**src/serial_port_pkg.sv**
```systemverilog
package serial_port_pkg;
	// Register byte offsets
	localparam logic [7:0] CTRL_OFS = 8'h00;
	localparam logic [7:0] STATUS_OFS = 8'h04;
	localparam logic [7:0] ADDR_OFS = 8'h08;
	// Control fields
	localparam int CTRL_WL_POS = 0;
	localparam int CTRL_DIV_POS = 2;
	localparam int CTRL_DIVERSITY_POS = 6;
	localparam int CTRL_WIDTH = 7;
	localparam logic [6:0] CTRL_RESET = 7'h00;
	// Status fields
	localparam int STAT_ACTIVE_POS = 0;
	localparam int STAT_SERIAL_POS = 1;
	localparam int STAT_MASTER_POS = 2;
	localparam int STAT_WL_BAD_POS = 3;
	localparam int STAT_READS_POS = 8;
	localparam int STAT_FRAMES_POS = 16;
	// Word length codes
	localparam logic [1:0] WL_16 = 2'h0;
	localparam logic [1:0] WL_24 = 2'h1;
	localparam logic [1:0] WL_32 = 2'h2;
	localparam logic [1:0] WL_BAD = 2'h3;
	// Command word layout
	localparam int CMD_BITS = 16;
	localparam int CMD_RD_POS = 15;
	localparam int CMD_WR_POS = 14;
	// External interface register addresses
	localparam logic [2:0] EXT_DR0 = 3'h0;
	localparam logic [2:0] EXT_DR4 = 3'h4;
	localparam logic [2:0] EXT_LAR = 3'h6;
	localparam logic [2:0] EXT_AMR = 3'h7;
	// Bit clock limit
	localparam real SYS_CLK_MHZ = 100.0;
	localparam real BIT_CLK_MAX_MHZ = 33.5;
	localparam int MIN_HALF_CYC = int'($ceil(SYS_CLK_MHZ / (2.0 * BIT_CLK_MAX_MHZ)));
	typedef struct packed
	{
		logic [23:0] i;
		logic [23:0] q;
	} iq_t;
	typedef enum logic [1:0] {ST_IDLE, ST_DATA, ST_APPEND} slot_state_t;
endpackage : serial_port_pkg

```
**src/receiver_serial_port.sv**
```systemverilog
// Decided for this implementation: the APB interface to the registers and the address map.
`timescale 1ns/1ps
module receiver_serial_port
	import serial_port_pkg::*;
(
	// Clock and reset
	input wire logic clk_sys_i,
	input wire logic resetn_i,
	// APB slave
	input wire logic [7:0] paddr_i,
	input wire logic psel_i,
	input wire logic penable_i,
	input wire logic pwrite_i,
	input wire logic [31:0] pwdata_i,
	output logic [31:0] prdata_o,
	output logic pready_o,
	output logic pslverr_o,
	// Straps and mode pins
	input wire logic output_port_select_i,
	input wire logic serial_master_select_i,
	input wire logic append_data_i,
	// Samples from the processing chain
	input wire iq_t iq_a_i,
	input wire iq_t iq_b_i,
	input wire logic sample_strobe_i,
	// Internal register space
	output logic int_wr_o,
	output logic [9:0] int_addr_o,
	output logic [39:0] int_wdata_o,
	input wire logic [39:0] int_rdata_i,
	// Serial link
	input wire logic bit_clock_i,
	output logic bit_clock_o,
	output logic bit_clock_oe_o,
	input wire logic frame_sync_i,
	output logic frame_sync_o,
	output logic frame_sync_oe_o,
	input wire logic serial_command_in_i,
	output logic serial_data_out_o,
	output logic serial_data_out_oe_o,
	output logic frame_end_o
);

	function automatic logic [5:0] wl_len(input logic [1:0] wl);
		case (wl)
			WL_24: wl_len = 6'h18;
			WL_32: wl_len = 6'h20;
			default: wl_len = 6'h10;
		endcase
	endfunction : wl_len

	function automatic logic [2:0] max_reads(input logic [1:0] wl);
		case (wl)
			WL_24: max_reads = 3'h3;
			WL_32: max_reads = 3'h4;
			default: max_reads = 3'h2;
		endcase
	endfunction : max_reads

	// Left justify a sample into the 32-bit shifter
	function automatic logic [31:0] fmt_sample(input logic [23:0] s, input logic [1:0] wl);
		if (wl == WL_16)
		begin
			fmt_sample = {s[23:8], 16'h0000};
		end
		else
		begin
			fmt_sample = {s[23:1], 9'h000};
		end
	endfunction : fmt_sample

	logic [CTRL_WIDTH-1:0] ctrl_reg;
	logic pready_reg;
	logic [31:0] prdata_reg;
	logic pslverr_reg;
	logic strap_done_reg;
	logic serial_sel_reg;
	logic [3:0] hc_cnt_reg;
	logic sclk_reg;
	logic sclk_prev_reg;
	logic clk_oe_reg;
	logic fs_out_reg;
	logic fs_seen_reg;
	iq_t hold_a_reg;
	iq_t hold_b_reg;
	logic data_rdy_reg;
	slot_state_t state_reg;
	logic [4:0] bit_cnt_reg;
	logic [2:0] word_cnt_reg;
	logic [31:0] shift_reg;
	logic sdo_oe_reg;
	logic fe_reg;
	logic append_reg;
	logic [15:0] frames_reg;
	logic [2:0] last_reads_reg;
	logic [15:0] cmd_sh_reg;
	logic rd_req_reg;
	logic [2:0] rd_cnt_reg;
	logic [31:0] rb_reg;
	logic [7:0] ext_reg [0:7];
	logic int_wr_reg;
	logic [9:0] int_addr_reg;
	logic [39:0] int_wdata_reg;

	logic [1:0] wl;
	logic [3:0] div;
	logic diversity;
	logic master_on;
	logic [3:0] half;
	logic tick;
	logic rise_evt;
	logic fall_evt;
	logic fs_src;
	logic [4:0] last_idx;
	logic last_bit;
	logic [2:0] n_last_word;
	logic data_last;
	logic tail_now;
	logic end_of_slot;
	logic start_ok;
	logic [31:0] next_word;
	logic [15:0] cmd_word;
	logic [7:0] rd_byte;
	logic [31:0] apb_rdata;
	logic apb_bad;

	assign wl = ctrl_reg[CTRL_WL_POS +: 2];
	assign div = ctrl_reg[CTRL_DIV_POS +: 4];
	assign diversity = ctrl_reg[CTRL_DIVERSITY_POS];
	assign master_on = serial_sel_reg & serial_master_select_i;
	// Divider zero means half the system clock, clamped to the rate limit
	assign half = (div == 4'h0) ? 4'h1 : div;
	assign tick = master_on && (hc_cnt_reg >= ((half < 4'(MIN_HALF_CYC)) ?
		4'(MIN_HALF_CYC - 1) : half - 4'h1));
	// Edge events come from the divider tick in master mode and from bit_clock_i against sclk_prev_reg otherwise
	assign rise_evt = master_on ? (tick & ~sclk_reg) : (bit_clock_i & ~sclk_prev_reg);
	assign fall_evt = master_on ? (tick & sclk_reg) : (~bit_clock_i & sclk_prev_reg);
	assign fs_src = master_on ? fs_out_reg : frame_sync_i;
	assign last_idx = 5'(wl_len(wl) - 6'h01);
	assign last_bit = bit_cnt_reg == last_idx;
	assign n_last_word = diversity ? 3'h3 : 3'h1;
	assign data_last = (state_reg == ST_DATA) && (word_cnt_reg == n_last_word);
	assign tail_now = append_data_i | rd_req_reg;
	assign end_of_slot = last_bit && ((state_reg == ST_APPEND) || (data_last && !append_reg));
	// A sync seen on the last bit chains straight into the next slot
	assign start_ok = serial_sel_reg && (wl != WL_BAD) && fs_seen_reg &&
		((state_reg == ST_IDLE) || end_of_slot);
	assign cmd_word = {cmd_sh_reg[14:0], serial_command_in_i};

	always_comb
	begin
		case (word_cnt_reg)
			3'h0: next_word = fmt_sample(hold_a_reg.q, wl);
			3'h1: next_word = fmt_sample(hold_b_reg.i, wl);
			default: next_word = fmt_sample(hold_b_reg.q, wl);
		endcase
	end

	always_comb
	begin
		case (cmd_word[10:8])
			EXT_LAR, EXT_AMR: rd_byte = ext_reg[cmd_word[10:8]];
			3'h5: rd_byte = 8'h00;
			default: rd_byte = int_rdata_i[8 * cmd_word[10:8] +: 8];
		endcase
	end

	always_comb
	begin
		apb_bad = 1'h0;
		case (paddr_i)
			CTRL_OFS: apb_rdata = 32'(ctrl_reg);
			STATUS_OFS: apb_rdata = (32'(frames_reg) << STAT_FRAMES_POS) |
				(32'(last_reads_reg) << STAT_READS_POS) |
				(32'(wl == WL_BAD) << STAT_WL_BAD_POS) |
				(32'(master_on) << STAT_MASTER_POS) |
				(32'(serial_sel_reg) << STAT_SERIAL_POS) |
				(32'(state_reg != ST_IDLE) << STAT_ACTIVE_POS);
			ADDR_OFS: apb_rdata = {22'h000000, int_addr_reg};
			default:
			begin
				apb_rdata = 32'h00000000;
				apb_bad = 1'h1;
			end
		endcase
	end

	// APB slave with one wait state
	always_ff @(posedge clk_sys_i or negedge resetn_i)
	begin
		if (!resetn_i)
		begin
			ctrl_reg <= CTRL_RESET;
			pready_reg <= 1'h0;
			prdata_reg <= 32'h00000000;
			pslverr_reg <= 1'h0;
		end
		else
		begin
			pready_reg <= psel_i & penable_i & ~pready_reg;
			prdata_reg <= (psel_i & penable_i & ~pready_reg) ? apb_rdata : 32'h00000000;
			pslverr_reg <= psel_i & penable_i & ~pready_reg & apb_bad;
			if (psel_i && penable_i && pready_reg && pwrite_i && (paddr_i == CTRL_OFS))
			begin
				ctrl_reg <= pwdata_i[CTRL_WIDTH-1:0];
			end
		end
	end

	// Port select strap caught once after reset release
	always_ff @(posedge clk_sys_i or negedge resetn_i)
	begin
		if (!resetn_i)
		begin
			strap_done_reg <= 1'h0;
			serial_sel_reg <= 1'h0;
		end
		else if (!strap_done_reg)
		begin
			strap_done_reg <= 1'h1;
			serial_sel_reg <= ~output_port_select_i;
		end
	end

	// Bit clock generation and frame sync pulse
	always_ff @(posedge clk_sys_i or negedge resetn_i)
	begin
		if (!resetn_i)
		begin
			hc_cnt_reg <= 4'h0;
			sclk_reg <= 1'h0;
			sclk_prev_reg <= 1'h0;
			clk_oe_reg <= 1'h0;
			fs_out_reg <= 1'h0;
		end
		else
		begin
			sclk_prev_reg <= bit_clock_i;
			clk_oe_reg <= master_on;
			if (!master_on)
			begin
				hc_cnt_reg <= 4'h0;
				sclk_reg <= 1'h0;
				fs_out_reg <= 1'h0;
			end
			else if (tick)
			begin
				hc_cnt_reg <= 4'h0;
				sclk_reg <= ~sclk_reg;
			end
			else
			begin
				hc_cnt_reg <= hc_cnt_reg + 4'h1;
			end
			if (master_on && rise_evt)
			begin
				fs_out_reg <= !fs_out_reg && !fs_seen_reg && data_rdy_reg &&
					(state_reg == ST_IDLE) && (wl != WL_BAD);
			end
		end
	end

	always_ff @(posedge clk_sys_i or negedge resetn_i)
	begin
		if (!resetn_i)
		begin
			fs_seen_reg <= 1'h0;
		end
		else if (fall_evt)
		begin
			fs_seen_reg <= fs_src;
		end
	end

	// Sample holding; a new strobe beats the clear at frame start
	always_ff @(posedge clk_sys_i or negedge resetn_i)
	begin
		if (!resetn_i)
		begin
			hold_a_reg <= '0;
			hold_b_reg <= '0;
			data_rdy_reg <= 1'h0;
		end
		else if (sample_strobe_i)
		begin
			hold_a_reg <= iq_a_i;
			hold_b_reg <= iq_b_i;
			data_rdy_reg <= 1'h1;
		end
		else if (rise_evt && start_ok)
		begin
			data_rdy_reg <= 1'h0;
		end
	end

	// Output slot sequencer, all changes on rising bit clock
	always_ff @(posedge clk_sys_i or negedge resetn_i)
	begin
		if (!resetn_i)
		begin
			state_reg <= ST_IDLE;
			bit_cnt_reg <= 5'h00;
			word_cnt_reg <= 3'h0;
			shift_reg <= 32'h00000000;
			sdo_oe_reg <= 1'h0;
			fe_reg <= 1'h0;
			append_reg <= 1'h0;
			frames_reg <= 16'h0000;
			last_reads_reg <= 3'h0;
		end
		else if (rise_evt)
		begin
			if (start_ok)
			begin
				state_reg <= ST_DATA;
				bit_cnt_reg <= 5'h00;
				word_cnt_reg <= 3'h0;
				shift_reg <= fmt_sample(hold_a_reg.i, wl);
				sdo_oe_reg <= 1'h1;
				fe_reg <= 1'h0;
				append_reg <= 1'h0;
				frames_reg <= frames_reg + 16'h0001;
				last_reads_reg <= rd_cnt_reg;
			end
			else if (state_reg != ST_IDLE)
			begin
				if (!last_bit)
				begin
					shift_reg <= {shift_reg[30:0], 1'h0};
					bit_cnt_reg <= bit_cnt_reg + 5'h01;
					if (bit_cnt_reg + 5'h01 == last_idx)
					begin
						fe_reg <= (state_reg == ST_APPEND) || (data_last && !tail_now);
						if (data_last)
						begin
							append_reg <= tail_now;
						end
					end
				end
				else if ((state_reg == ST_DATA) && !data_last)
				begin
					word_cnt_reg <= word_cnt_reg + 3'h1;
					bit_cnt_reg <= 5'h00;
					shift_reg <= next_word;
				end
				else if ((state_reg == ST_DATA) && append_reg)
				begin
					state_reg <= ST_APPEND;
					bit_cnt_reg <= 5'h00;
					shift_reg <= rb_reg;
				end
				else
				begin
					state_reg <= ST_IDLE;
					sdo_oe_reg <= 1'h0;
					fe_reg <= 1'h0;
					shift_reg <= 32'h00000000;
				end
			end
		end
	end

	// Command intake on falling bit clock, one command per data word
	always_ff @(posedge clk_sys_i or negedge resetn_i)
	begin
		if (!resetn_i)
		begin
			cmd_sh_reg <= 16'h0000;
			rd_req_reg <= 1'h0;
			rd_cnt_reg <= 3'h0;
			rb_reg <= 32'h00000000;
			int_wr_reg <= 1'h0;
			int_addr_reg <= 10'h000;
			int_wdata_reg <= 40'h0000000000;
			for (int k = 0; k < 8; k++)
			begin
				ext_reg[k] <= 8'h00;
			end
		end
		else
		begin
			int_wr_reg <= 1'h0;
			if (rise_evt && start_ok)
			begin
				rd_req_reg <= 1'h0;
				rd_cnt_reg <= 3'h0;
				rb_reg <= 32'h00000000;
			end
			else if (fall_evt && (state_reg == ST_DATA))
			begin
				cmd_sh_reg <= cmd_word;
				if ((bit_cnt_reg == 5'h00) && serial_command_in_i)
				begin
					rd_req_reg <= 1'h1;
				end
				if (bit_cnt_reg == 5'(CMD_BITS - 1))
				begin
					if (cmd_word[CMD_RD_POS] && !cmd_word[CMD_WR_POS] &&
						(rd_cnt_reg < max_reads(wl)))
					begin
						rb_reg[8 * (3 - rd_cnt_reg) +: 8] <= rd_byte;
						rd_cnt_reg <= rd_cnt_reg + 3'h1;
					end
					if (cmd_word[CMD_WR_POS] && !cmd_word[CMD_RD_POS] &&
						(cmd_word[10:8] != 3'h5))
					begin
						ext_reg[cmd_word[10:8]] <= cmd_word[7:0];
						if (cmd_word[10:8] == EXT_DR0)
						begin
							int_wr_reg <= 1'h1;
							int_addr_reg <= {ext_reg[EXT_AMR][1:0], ext_reg[EXT_LAR]};
							int_wdata_reg <= {ext_reg[EXT_DR4], ext_reg[3], ext_reg[2],
								ext_reg[1], cmd_word[7:0]};
						end
					end
				end
			end
		end
	end

	assign prdata_o = prdata_reg;
	assign pready_o = pready_reg;
	assign pslverr_o = pslverr_reg;
	assign int_wr_o = int_wr_reg;
	assign int_addr_o = int_addr_reg;
	assign int_wdata_o = int_wdata_reg;
	assign bit_clock_o = sclk_reg;
	assign bit_clock_oe_o = clk_oe_reg;
	assign frame_sync_o = fs_out_reg;
	assign frame_sync_oe_o = clk_oe_reg;
	assign serial_data_out_o = shift_reg[31];
	assign serial_data_out_oe_o = sdo_oe_reg;
	assign frame_end_o = fe_reg;
endmodule : receiver_serial_port

```
**config.mk**
```make
export PLATFORM = sky130hd
export DESIGN_NAME = receiver_serial_port
export DESIGN_NICKNAME = d
export VERILOG_FILES = /design/src/serial_port_pkg.sv /design/src/receiver_serial_port.sv
export SDC_FILE = /design/constraint.sdc
export NUM_CORES = 1
export LEC_CHECK = 0
export BUFFER_PORTS_ARGS = -buffer_cell sky130_fd_sc_hd__buf_2
export CAP_MARGIN = 20
export CORE_MARGIN = 2
export CORE_UTILIZATION = 45
export CTS_CLUSTER_SIZE = 40
export DETAILED_ROUTE_END_ITERATION = 7
export GPL_ROUTABILITY_DRIVEN = 0
export PLACE_DENSITY_LB_ADDON = 0.1
export SKIP_CTS_REPAIR_TIMING = 1
export SLEW_MARGIN = 20
export SYNTH_ARGS = -nofsm -noshare
export SYNTH_HDL_FRONTEND = slang
export SYNTH_SLANG_ARGS = --single-unit
```
**constraint.sdc**
```tcl
create_clock -name clk_sys_i -period 3.15 [get_ports clk_sys_i]
set_input_delay 0.1575 -clock clk_sys_i [delete_from_list [all_inputs] [get_ports clk_sys_i]]
set_output_delay 0.1575 -clock clk_sys_i [all_outputs]
set_load 0.005 [all_outputs]
```
==> Yosys cells after proc, flatten, opt, wreduce, memory -nomap -nowiden <==
Cells that the tools add are included.
{ "totals": {"ff_bits": 379, "in_bits": 188, "word_cells": 259} }
{ "classes": {"mux": 84, "order_cmp": 5, "n_bitwise": 21, "reduce_logical": 71, "n_addsub": 9, "shift": 3, "eq_ne": 25} }
{ "ops": {"columns": ["cell", "n"], "rows": [
  ["32-bit 2-to-1 mux", 10],
  ["32-bit one-hot mux with 3 select lines", 1],
  ["64-bit bitwise mux", 1],
  ["16-bit 2-to-1 mux", 4],
  ["32-bit one-hot mux with 2 select lines", 1],
  ["40-bit by 7-bit indexed part select with 8-bit output", 1],
  ["32-bit negation with 34-bit output", 1],
  ["8-bit by 34-bit variable shift with 32-bit output, first input constant", 1],
  ["8-bit by 34-bit indexed part select with 32-bit output", 1],
  ["3-bit 2-to-1 mux", 11],
  ["32-bit bitwise mux", 1],
  ["1-bit 2-to-1 mux", 32],
  ["32-bit by 1-bit bitwise OR with 32-bit output", 1],
  ["32-bit by 11-bit bitwise OR with 32-bit output", 1],
  ["32-bit by 2-bit bitwise OR with 32-bit output", 1],
  ["32-bit by 3-bit bitwise OR with 32-bit output", 1],
  ["32-bit by 4-bit bitwise OR with 32-bit output", 1],
  ["1-bit logical AND", 27],
  ["5-bit 2-to-1 mux", 5],
  ["8-bit binary-select mux with 3-bit select", 1],
  ["8-bit demux with 3-bit select", 1],
  ["8-bit 2-to-1 mux", 3],
  ["2-bit nonzero test", 11],
  ["5-bit AND reduction", 4],
  ["47 further kinds", 96]
]} }

==> Longest topological paths before layout <==
Gate-level depths: netlist of run 1.
{ "logic_depth": {"ltp_word": 17, "depth_mapped": 15, "mapped_depth_nobuf": 12} }

==> Worst setup path after synthesis of run 1 <==
Ideal clock, no wire load.
{ "synth_path": {"path_type": "reg-to-reg", "start": "register ctrl_reg[3]", "end": "register frames_reg[12]", "arrival_time_ps": 3391, "setup_slack_ps": -321, "path_stages_with_launch": 14, "setup_ps": 79, "n_path_buf": 2, "path_cell_list": "dfrtp_1 > nor3_1 > nor2_1 > ha_1 > or2_2 > ha_1 > nand2_1 > o21ai_0 > a41oi_1 > clkbuf_1 > or4_4 > buf_6 > nor4_1 > xor2_1"} }
{ "synth_between": {"elab_chain_cells": 9, "word_cells_on_any_way": 10, "classes_between": "add/sub (1); order compare (2); mux (3); bitwise (1); reduce/logical (3)"} }
{ "synth_lines": {"columns": ["item", "line_no", "source"], "rows": [
  ["from (decl)", "receiver_serial_port.sv:72", "logic [CTRL_WIDTH-1:0] ctrl_reg;"],
  ["from (signal assigned)", "receiver_serial_port.sv:205", "ctrl_reg <= pwdata_i[CTRL_WIDTH-1:0];"],
  ["4-bit zero test", "receiver_serial_port.sv:132", "assign half = (div == 4'h0) ? 4'h1 : div;"],
  ["4-bit 2-to-1 mux (*)", "receiver_serial_port.sv:132", null],
  ["4-bit by 1-bit subtractor with 4-bit output / 4-bit by 2-bit less-than comparator with 1-bit output (equally long branches)", "receiver_serial_port.sv:134, receiver_serial_port.sv:133", null],
  ["4-bit 2-to-1 mux (*)", "receiver_serial_port.sv:133", "assign tick = master_on && (hc_cnt_reg >= ((half < 4'(MIN_HALF_CYC)) ?"],
  ["4-bit >= comparator (*)", "receiver_serial_port.sv:133", null],
  ["1-bit logical AND (*)", "receiver_serial_port.sv:133", null],
  ["1-bit bitwise AND (*)", "receiver_serial_port.sv:136", "assign rise_evt = master_on ? (tick & ~sclk_reg) : (bit_clock_i & ~sclk_prev_reg);"],
  ["1-bit 2-to-1 mux (*)", "receiver_serial_port.sv:136", null],
  ["2-bit AND reduction (no line) (*)", null, null],
  ["to (signal assigned)", "receiver_serial_port.sv:322", "frames_reg <= frames_reg + 16'h0001;"],
  ["to (decl)", "receiver_serial_port.sv:94", "logic [15:0] frames_reg;"]
]} }
Every way passes the cells marked *; elsewhere a longest branch is shown, timed or not.
A chain may end at the register's enable or synchronous reset.

==> Final worst setup path of run 1 <==
{ "layout_path": {"start": "register ctrl_reg[3]", "end": "register int_wdata_reg[38], in the netlist int_wdata_o[38]"} }
{ "layout_between": {"elab_chain_cells": 11, "word_cells_on_any_way": 15, "classes_between": "add/sub (1); order compare (2); mux (4); bitwise (3); reduce/logical (5)"} }
{ "layout_lines": {"columns": ["item", "line_no", "source"], "rows": [
  ["4-bit zero test", "receiver_serial_port.sv:132", null],
  ["4-bit 2-to-1 mux (*)", "receiver_serial_port.sv:132", null],
  ["4-bit by 1-bit subtractor with 4-bit output / 4-bit by 2-bit less-than comparator with 1-bit output (equally long branches)", "receiver_serial_port.sv:134, receiver_serial_port.sv:133", null],
  ["4-bit 2-to-1 mux (*)", "receiver_serial_port.sv:133", null],
  ["4-bit >= comparator (*)", "receiver_serial_port.sv:133", null],
  ["1-bit logical AND (*)", "receiver_serial_port.sv:133", null],
  ["1-bit bitwise AND", "receiver_serial_port.sv:136", null],
  ["1-bit 2-to-1 mux", "receiver_serial_port.sv:136", null],
  ["1-bit logical AND", "receiver_serial_port.sv:383", "if (rise_evt && start_ok)"],
  ["1-bit NOT (no line)", null, null],
  ["5-bit AND reduction (no line) (*)", null, null],
  ["to (signal assigned)", "receiver_serial_port.sv:412", "int_wdata_reg <= {ext_reg[EXT_DR4], ext_reg[3], ext_reg[2],"],
  ["to (decl)", "receiver_serial_port.sv:103", "logic [39:0] int_wdata_reg;"]
]} }
Marked as above.

==> qor.yml, run 1 <==
drt:
  antenna_left: 0
  drt_iter0_drc: 602
  vias: 11790
  wire_per_inst_um: 17.92
  drt-total-wl_mm: 40.21
  viasPerCell: 5.255
  drc: 0
  first_pass_iters: 5
global_route:
  grt_max_degree: 104
  antenna_found_initial: 0
  grt_pass1_vias: 11300
  grt.total_usage_pct: 21.54
  busiest_layer: "met2"
  use_met1_pct: 30.21
  grt_overflow: 0
  use_met3_pct: 3.433
  grt_pass1_wl_mm: 62.38
  use_met2_pct: 35.49
floorplan:
  rows: 68
  start_util_pct: 45.65
  core_region_area_um2: 34540
  die-area_um2: 36560
  fp.dieH_um: 191.2
  ios: 280
  fp.dieW_um: 191.2
synth:
  netlist_top_cells_area: "dfrtp_1 56%, mux2_2 12%, nand2_1 5.6%, nor2_1 2.3%, ha_1 2.1%"
  synth_edf_count: 0
  synth_async_sr_flop_share_pct: 100.0
  yosysSeqAreaShare_pct: 56.18
  yosysTopAreaCell: "dfrtp_1"
  synth_cells: 1388
  synth_cell_types: 66
  syn_area_um2: 15770
  synth_top_area_share_pct: 56.18
  avgSynthCellArea_um2: 11.36
  ys_seq_elements: 354
  ys_warn_count: 0
  synth_flop_cell: "dfrtp_1"
finish:
  final_cell_mix: "354 x dfrtp_1, 243 x buf_2, 235 x nand2_1"
  largest_reg_flops: 48
  finalNetCount: 1973
  syn2layout_area_growth_pct: 28.67
  final_common_cell: "dfrtp_1"
  n_antenna_cell: 0
  drive_gt1_share_pct: 31.41
  design_area_um2: 20290
cts:
  cts_max_path_buffers: 3
  clock_latency_ns: 0.53
  clk_pin_slew_ns: 0.06
  cts_root_buffer: "clkbuf_16"
  clock-sinks: 354
  cts_tree: "done"
  cts_buffers: 39
  h-tree-depth: 2
power_and_ir_drop:
  vdd.ir_drop.worst_mv: 0.4345
  p_per_area_nw_per_um2: 594.7
  leakagePower_nw: 9.893
  p_total_mw: 12.07
worst_setup_path:
  critPathKind: "reg -> reg"
  crit_arrival_ns: 3.49
  path_cells: "nor3_2 -> nor2_1 -> ha_1 -> or2_4 -> ha_4 -> nand2_1 -> o21ai_4 -> a22oi_2 -> buf_12 -> or4_1 -> buf_4 -> nand2_1 -> nand2_1"
  worstPathMaxFanout: 19
  cp-start-kind: "flop"
  crit_path_end_kind: "flop"
  critPathBufInv: 2
  max_stage_delay_ns: 0.57
  critical_path.top_delay_family: "simple AND/OR/NAND/NOR gates"
  r2r_slack_ns: 0.07
  critPathRequiredTime_ns: 3.56
  crit_path_frequent_cell: "nand2_1"
  slowest_stage: "or4_1"
timing:
  skew_ns: 0.02276
  hold_viol: 0
  fmax_ghz: 0.3242
  drv_slew: 0
  worst_pin_slew_ns: 0.8401
  fin_crit_ns: 3.085
  setup_violations: 0
  relSlewSlack_pct: 43.99
  min_period_over_period_pct: 97.93
  fin_tns_setup_ns: 0
placement:
  dp_hpwl_mm: 27.36
  placed_area_um2: 17890
  io_buffers: 245
run:
  drv_cap: 0
hold_path:
  hp-class: "in -> reg"
outcome:
  outcome: "completed"
per-layer routing:
metal,vias to the layer above,wire length [µm]
met1,5836,18200
met2,273,19520
met3,44,1906
li1,5640,-
met4,0,591
met5,-,0
path summary, 6_finish.rpt:
kind / from / to / depth (start not counted)
min: serial_command_in_i / int_wdata_o[0] / 3
max reg2reg: ctrl_reg[3] / int_wdata_o[38] / 13
min reg2reg: strap_done_reg / serial_sel_reg / 1
max in group asynchronous: resetn_i / shift_reg[7] / 3
max: ctrl_reg[3] / int_wdata_o[38] / 13
min in group asynchronous: resetn_i / prdata_o[16] / 2
kinds of logic (layout without fill, tap and decap cells):
kind of cell	Yosys count	in the layout	synth area share [%]
AOI/OAI and AO/OA	209	209	9.871
xor gates and xnor gates	25	25	1.436
adders and majority gates	26	26	2.063
buffers and inverters	107	504	2.737
DFF	354	354	56.18
muxes	200	200	14.10
other	2	6	0.04763
and+or+nand+nor	465	465	13.57
report_power, final:
| group | internal [mW] | switching, mW |
|---|---|---|
| Sequential | 4.99 | 0.453 |
| Combinational | 1.03 | 1.17 |
| Clock | 2.61 | 1.82 |
Yosys cell counts (8+ instances only):
cell / n
nand3b_1: 9
ha_1: 26
nor3_1: 18
o21ai_0: 37
mux2i_1: 32
mux2_2: 167
a31oi_1: 9
xnor2_1: 10
a21oi_1: 27
clkbuf_1: 68
xor2_1: 14
dfrtp_1: 354
nand2b_1: 11
inv_1: 25
and2_1: 18
nor2_1: 98
nand4_1: 8
nor2b_1: 14
a2bb2o_1: 14
nand3_1: 15
a211oi_1: 8
a22o_1: 16
a22oi_1: 10
a221oi_1: 23
o2bb2ai_1: 26
nand2_1: 235
per-stage QoR:
step | hold WS, ns | instances | worst slack [ns] | util, %
after detailed placement | 0.2826 | 2063 | -0.03910 | 51.78
after floorplan | -0.1381 | 1392 | 0.007852 | -
after CTS | -0.2675 | 2134 | -0.05938 | 55.43
final | 0.005978 | 2244 | 0.06532 | 58.74
after global placement | 0.2807 | 2063 | 0.03130 | 51.78
after global routing | 0.02546 | 2244 | -0.06093 | 58.74
final cells by class:
cell class / count / area [µm²]
fill: 2933 / 14250
multi-input combinational: 931 / 6621
timing repair buffer: 407 / 2880
tap: 455 / 569.3
clock buffer: 56 / 1141
clock inverter: 15 / 121.4
inverter: 26 / 97.59
sequential: 354 / 8859
worst min-delay path: stages:
cell and delay, ns:
buf_2 0.19, nand2_1 0.09, nand2_1 0.05
No activity file was read; power rests on OpenSTA's default activity.
==> run 2, diff against run 1 <==
--- a/config.mk
+++ b/config.mk
@@ -12,7 +12,7 @@
 export CTS_CLUSTER_SIZE = 40
 export DETAILED_ROUTE_END_ITERATION = 7
 export GPL_ROUTABILITY_DRIVEN = 0
-export PLACE_DENSITY_LB_ADDON = 0.1
+export PLACE_DENSITY_LB_ADDON = 0.05
 export SKIP_CTS_REPAIR_TIMING = 1
 export SLEW_MARGIN = 20
 export SYNTH_ARGS = -nofsm -noshare
==> qor.yml, run 2 (synthesis gave the netlist of run 1 again) <==
outcome:
  outcome: "finished with violations"
  violations: "negative hold slack"
finish:
  finalNetCount: 1978
  largest_reg_flops: 48
  n_antenna_cell: 0
  final_common_cell: "dfrtp_1"
  fill_cells: 3011
  syn2layout_area_growth_pct: 28.90
  drive_gt1_share_pct: 31.45
  final_cell_mix: "354 x dfrtp_1, 243 x buf_2, 235 x nand2_1"
global_route:
  grt.total_usage_pct: 21.68
  grt_max_degree: 96
  grt_pass1_vias: 11480
  antenna_found_initial: 1
  grt_pass1_wl_mm: 62.79
  grt_overflow: 0
floorplan:
  ios: 280
  fp.dieW_um: 191.2
  start_util_pct: 45.65
  fp.dieH_um: 191.2
  core_region_area_um2: 34540
  rows: 68
  die-area_um2: 36560
cts:
  clock_latency_ns: 0.53
  clk_pin_slew_ns: 0.06
  cts_buffers: 41
  cts_max_path_buffers: 3
  clock-sinks: 354
  cts_root_buffer: "clkbuf_16"
  h-tree-depth: 2
  cts_tree: "done"
hold_path:
  hold-path-cell-count: 3
  hp-class: "in -> reg"
worst_setup_path:
  critPathKind: "reg -> reg"
  cp-start-kind: "flop"
  ff2ff_path_depth: 12
  crit_arrival_ns: 3.42
  crit_path_end_kind: "flop"
  worstPathMaxFanout: 8
  critPathRequiredTime_ns: 3.56
power_and_ir_drop:
  seqPwrFrac_pct: 44.5
  p_total_mw: 12.22
  internal_power_mw: 8.774
  vdd.ir_drop.worst_mv: 0.3683
  power.share.clock_pct: 37.4
  pwr-share-comb_pct: 18.1
  swShare_pct: 28.23
  leakagePower_nw: 9.914
  p_per_area_nw_per_um2: 601.4
  p_switching_mw: 3.451
drt:
  vias: 11840
  viasPerCell: 5.273
  first_pass_iters: 5
  drc: 0
  wire_per_inst_um: 18.17
  antenna_left: 0
  drt-total-wl_mm: 40.79
  drt_iter0_drc: 728
placement:
  dp_hpwl_mm: 27.96
  io_buffers: 245
  dp_slack_ns: -0.1172
timing:
  hold_viol: 4
  skew_ns: 0.01329
  min_period_over_period_pct: 95.70
  hold_slack_ns: -0.02683
  fmax_ghz: 0.3317
  setup_violations: 0
  setup_ws_ns: 0.1355
  fin_crit_ns: 3.014
  drv_slew: 0
  rsz0062_at_grt: "yes"
  worst_pin_slew_ns: 0.8701
  relSlewSlack_pct: 41.99
run:
  drv_cap: 0
[run 2: cell count changes in the layout (fill, tap and decap cells not counted), moves of 2 or more]
| cell | change |
|---|---|
| clkbuf_16 | +4 |
| or4_1 | -2 |
| clkbuf_8 | -4 |
| dlygate4sd3_1 | -2 |
| buf_12 | -4 |
| or4_4 | +2 |
| clkinv_2 | -4 |
| buf_6 | +5 |
| buf_4 | +2 |
| clkbuf_1 | +4 |
[run 2: metal layers]
layer,vias up,global-route usage [%],share of wire (%)
li1,5619,-,-
met1,5896,30.25,45
met2,260,35.62,49
met3,61,3.415,4.3
met4,2,5.178,1.9
met5,-,0,0.027
[run 2: final cells by class]
cell class                      count  area [µm²]  area share [%]
Clock buffer                       59        1176           5.786
Clock inverter                     10       106.4          0.5232
Inverter                           26       97.59          0.4801
Multi-Input combinational cell    931        6626           32.60
Sequential cell                   354        8859           43.58
Tap cell                          455       569.3           2.801
Timing Repair Buffer              410        2892           14.23
[run 2: path summary, 6_finish.rpt]
check | from | end | slack, ns
max | ctrl_reg[4] | ext_reg[5] | 0.14
min | paddr_i[0] | pslverr_o | -0.03
max reg2reg | ctrl_reg[4] | ext_reg[5] | 0.14
min reg2reg | strap_done_reg | serial_sel_reg | 0.45
max in group asynchronous | resetn_i | hold_b_reg[11] | 1.86
min in group asynchronous | resetn_i | frames_reg[9] | 0.24
[run 2: per-stage QoR]
stage | area, µm² | setup TNS, ns | instances | utilization (%)
after floorplan | 15860 | 0 | 1392 | -
after global placement | 17870 | -0.1939 | 2067 | 51.72
after detailed placement | 17870 | -0.7853 | 2067 | 51.73
after CTS | 19150 | -0.9810 | 2136 | 55.44
after global routing | 20330 | -0.3381 | 2245 | 58.84
final | 20330 | 0 | 2245 | 58.84
[run 2: critical path, cell delays in order, from the launching register on]
cell       delay [ns]
dfrtp_1          0.38
nor3_2           0.21
nor2_1           0.08
ha_1             0.27
or2_4            0.24
ha_4             0.25
nand2_1          0.05
o21ai_2          0.17
a22oi_2          0.11
buf_4            0.19
clkbuf_16        0.15
or4_4            0.50
mux2_2           0.30
[run 2: power by group through the flow]
| stage | combinational (mW) | clock, mW | sequential [mW] |
|---|---|---|---|
| 3_5_place_dp | 2.10 | 0 | 5.51 |
| 3_3_place_gp | 2.06 | 0 | 5.50 |
| 5_1_grt | 2.45 | 4.88 | 5.50 |
| 4_1_cts | 2.10 | 4.67 | 5.44 |
| 2_1_floorplan | 1.39 | 0 | 5.32 |
| 6_report | 2.21 | 4.58 | 5.44 |
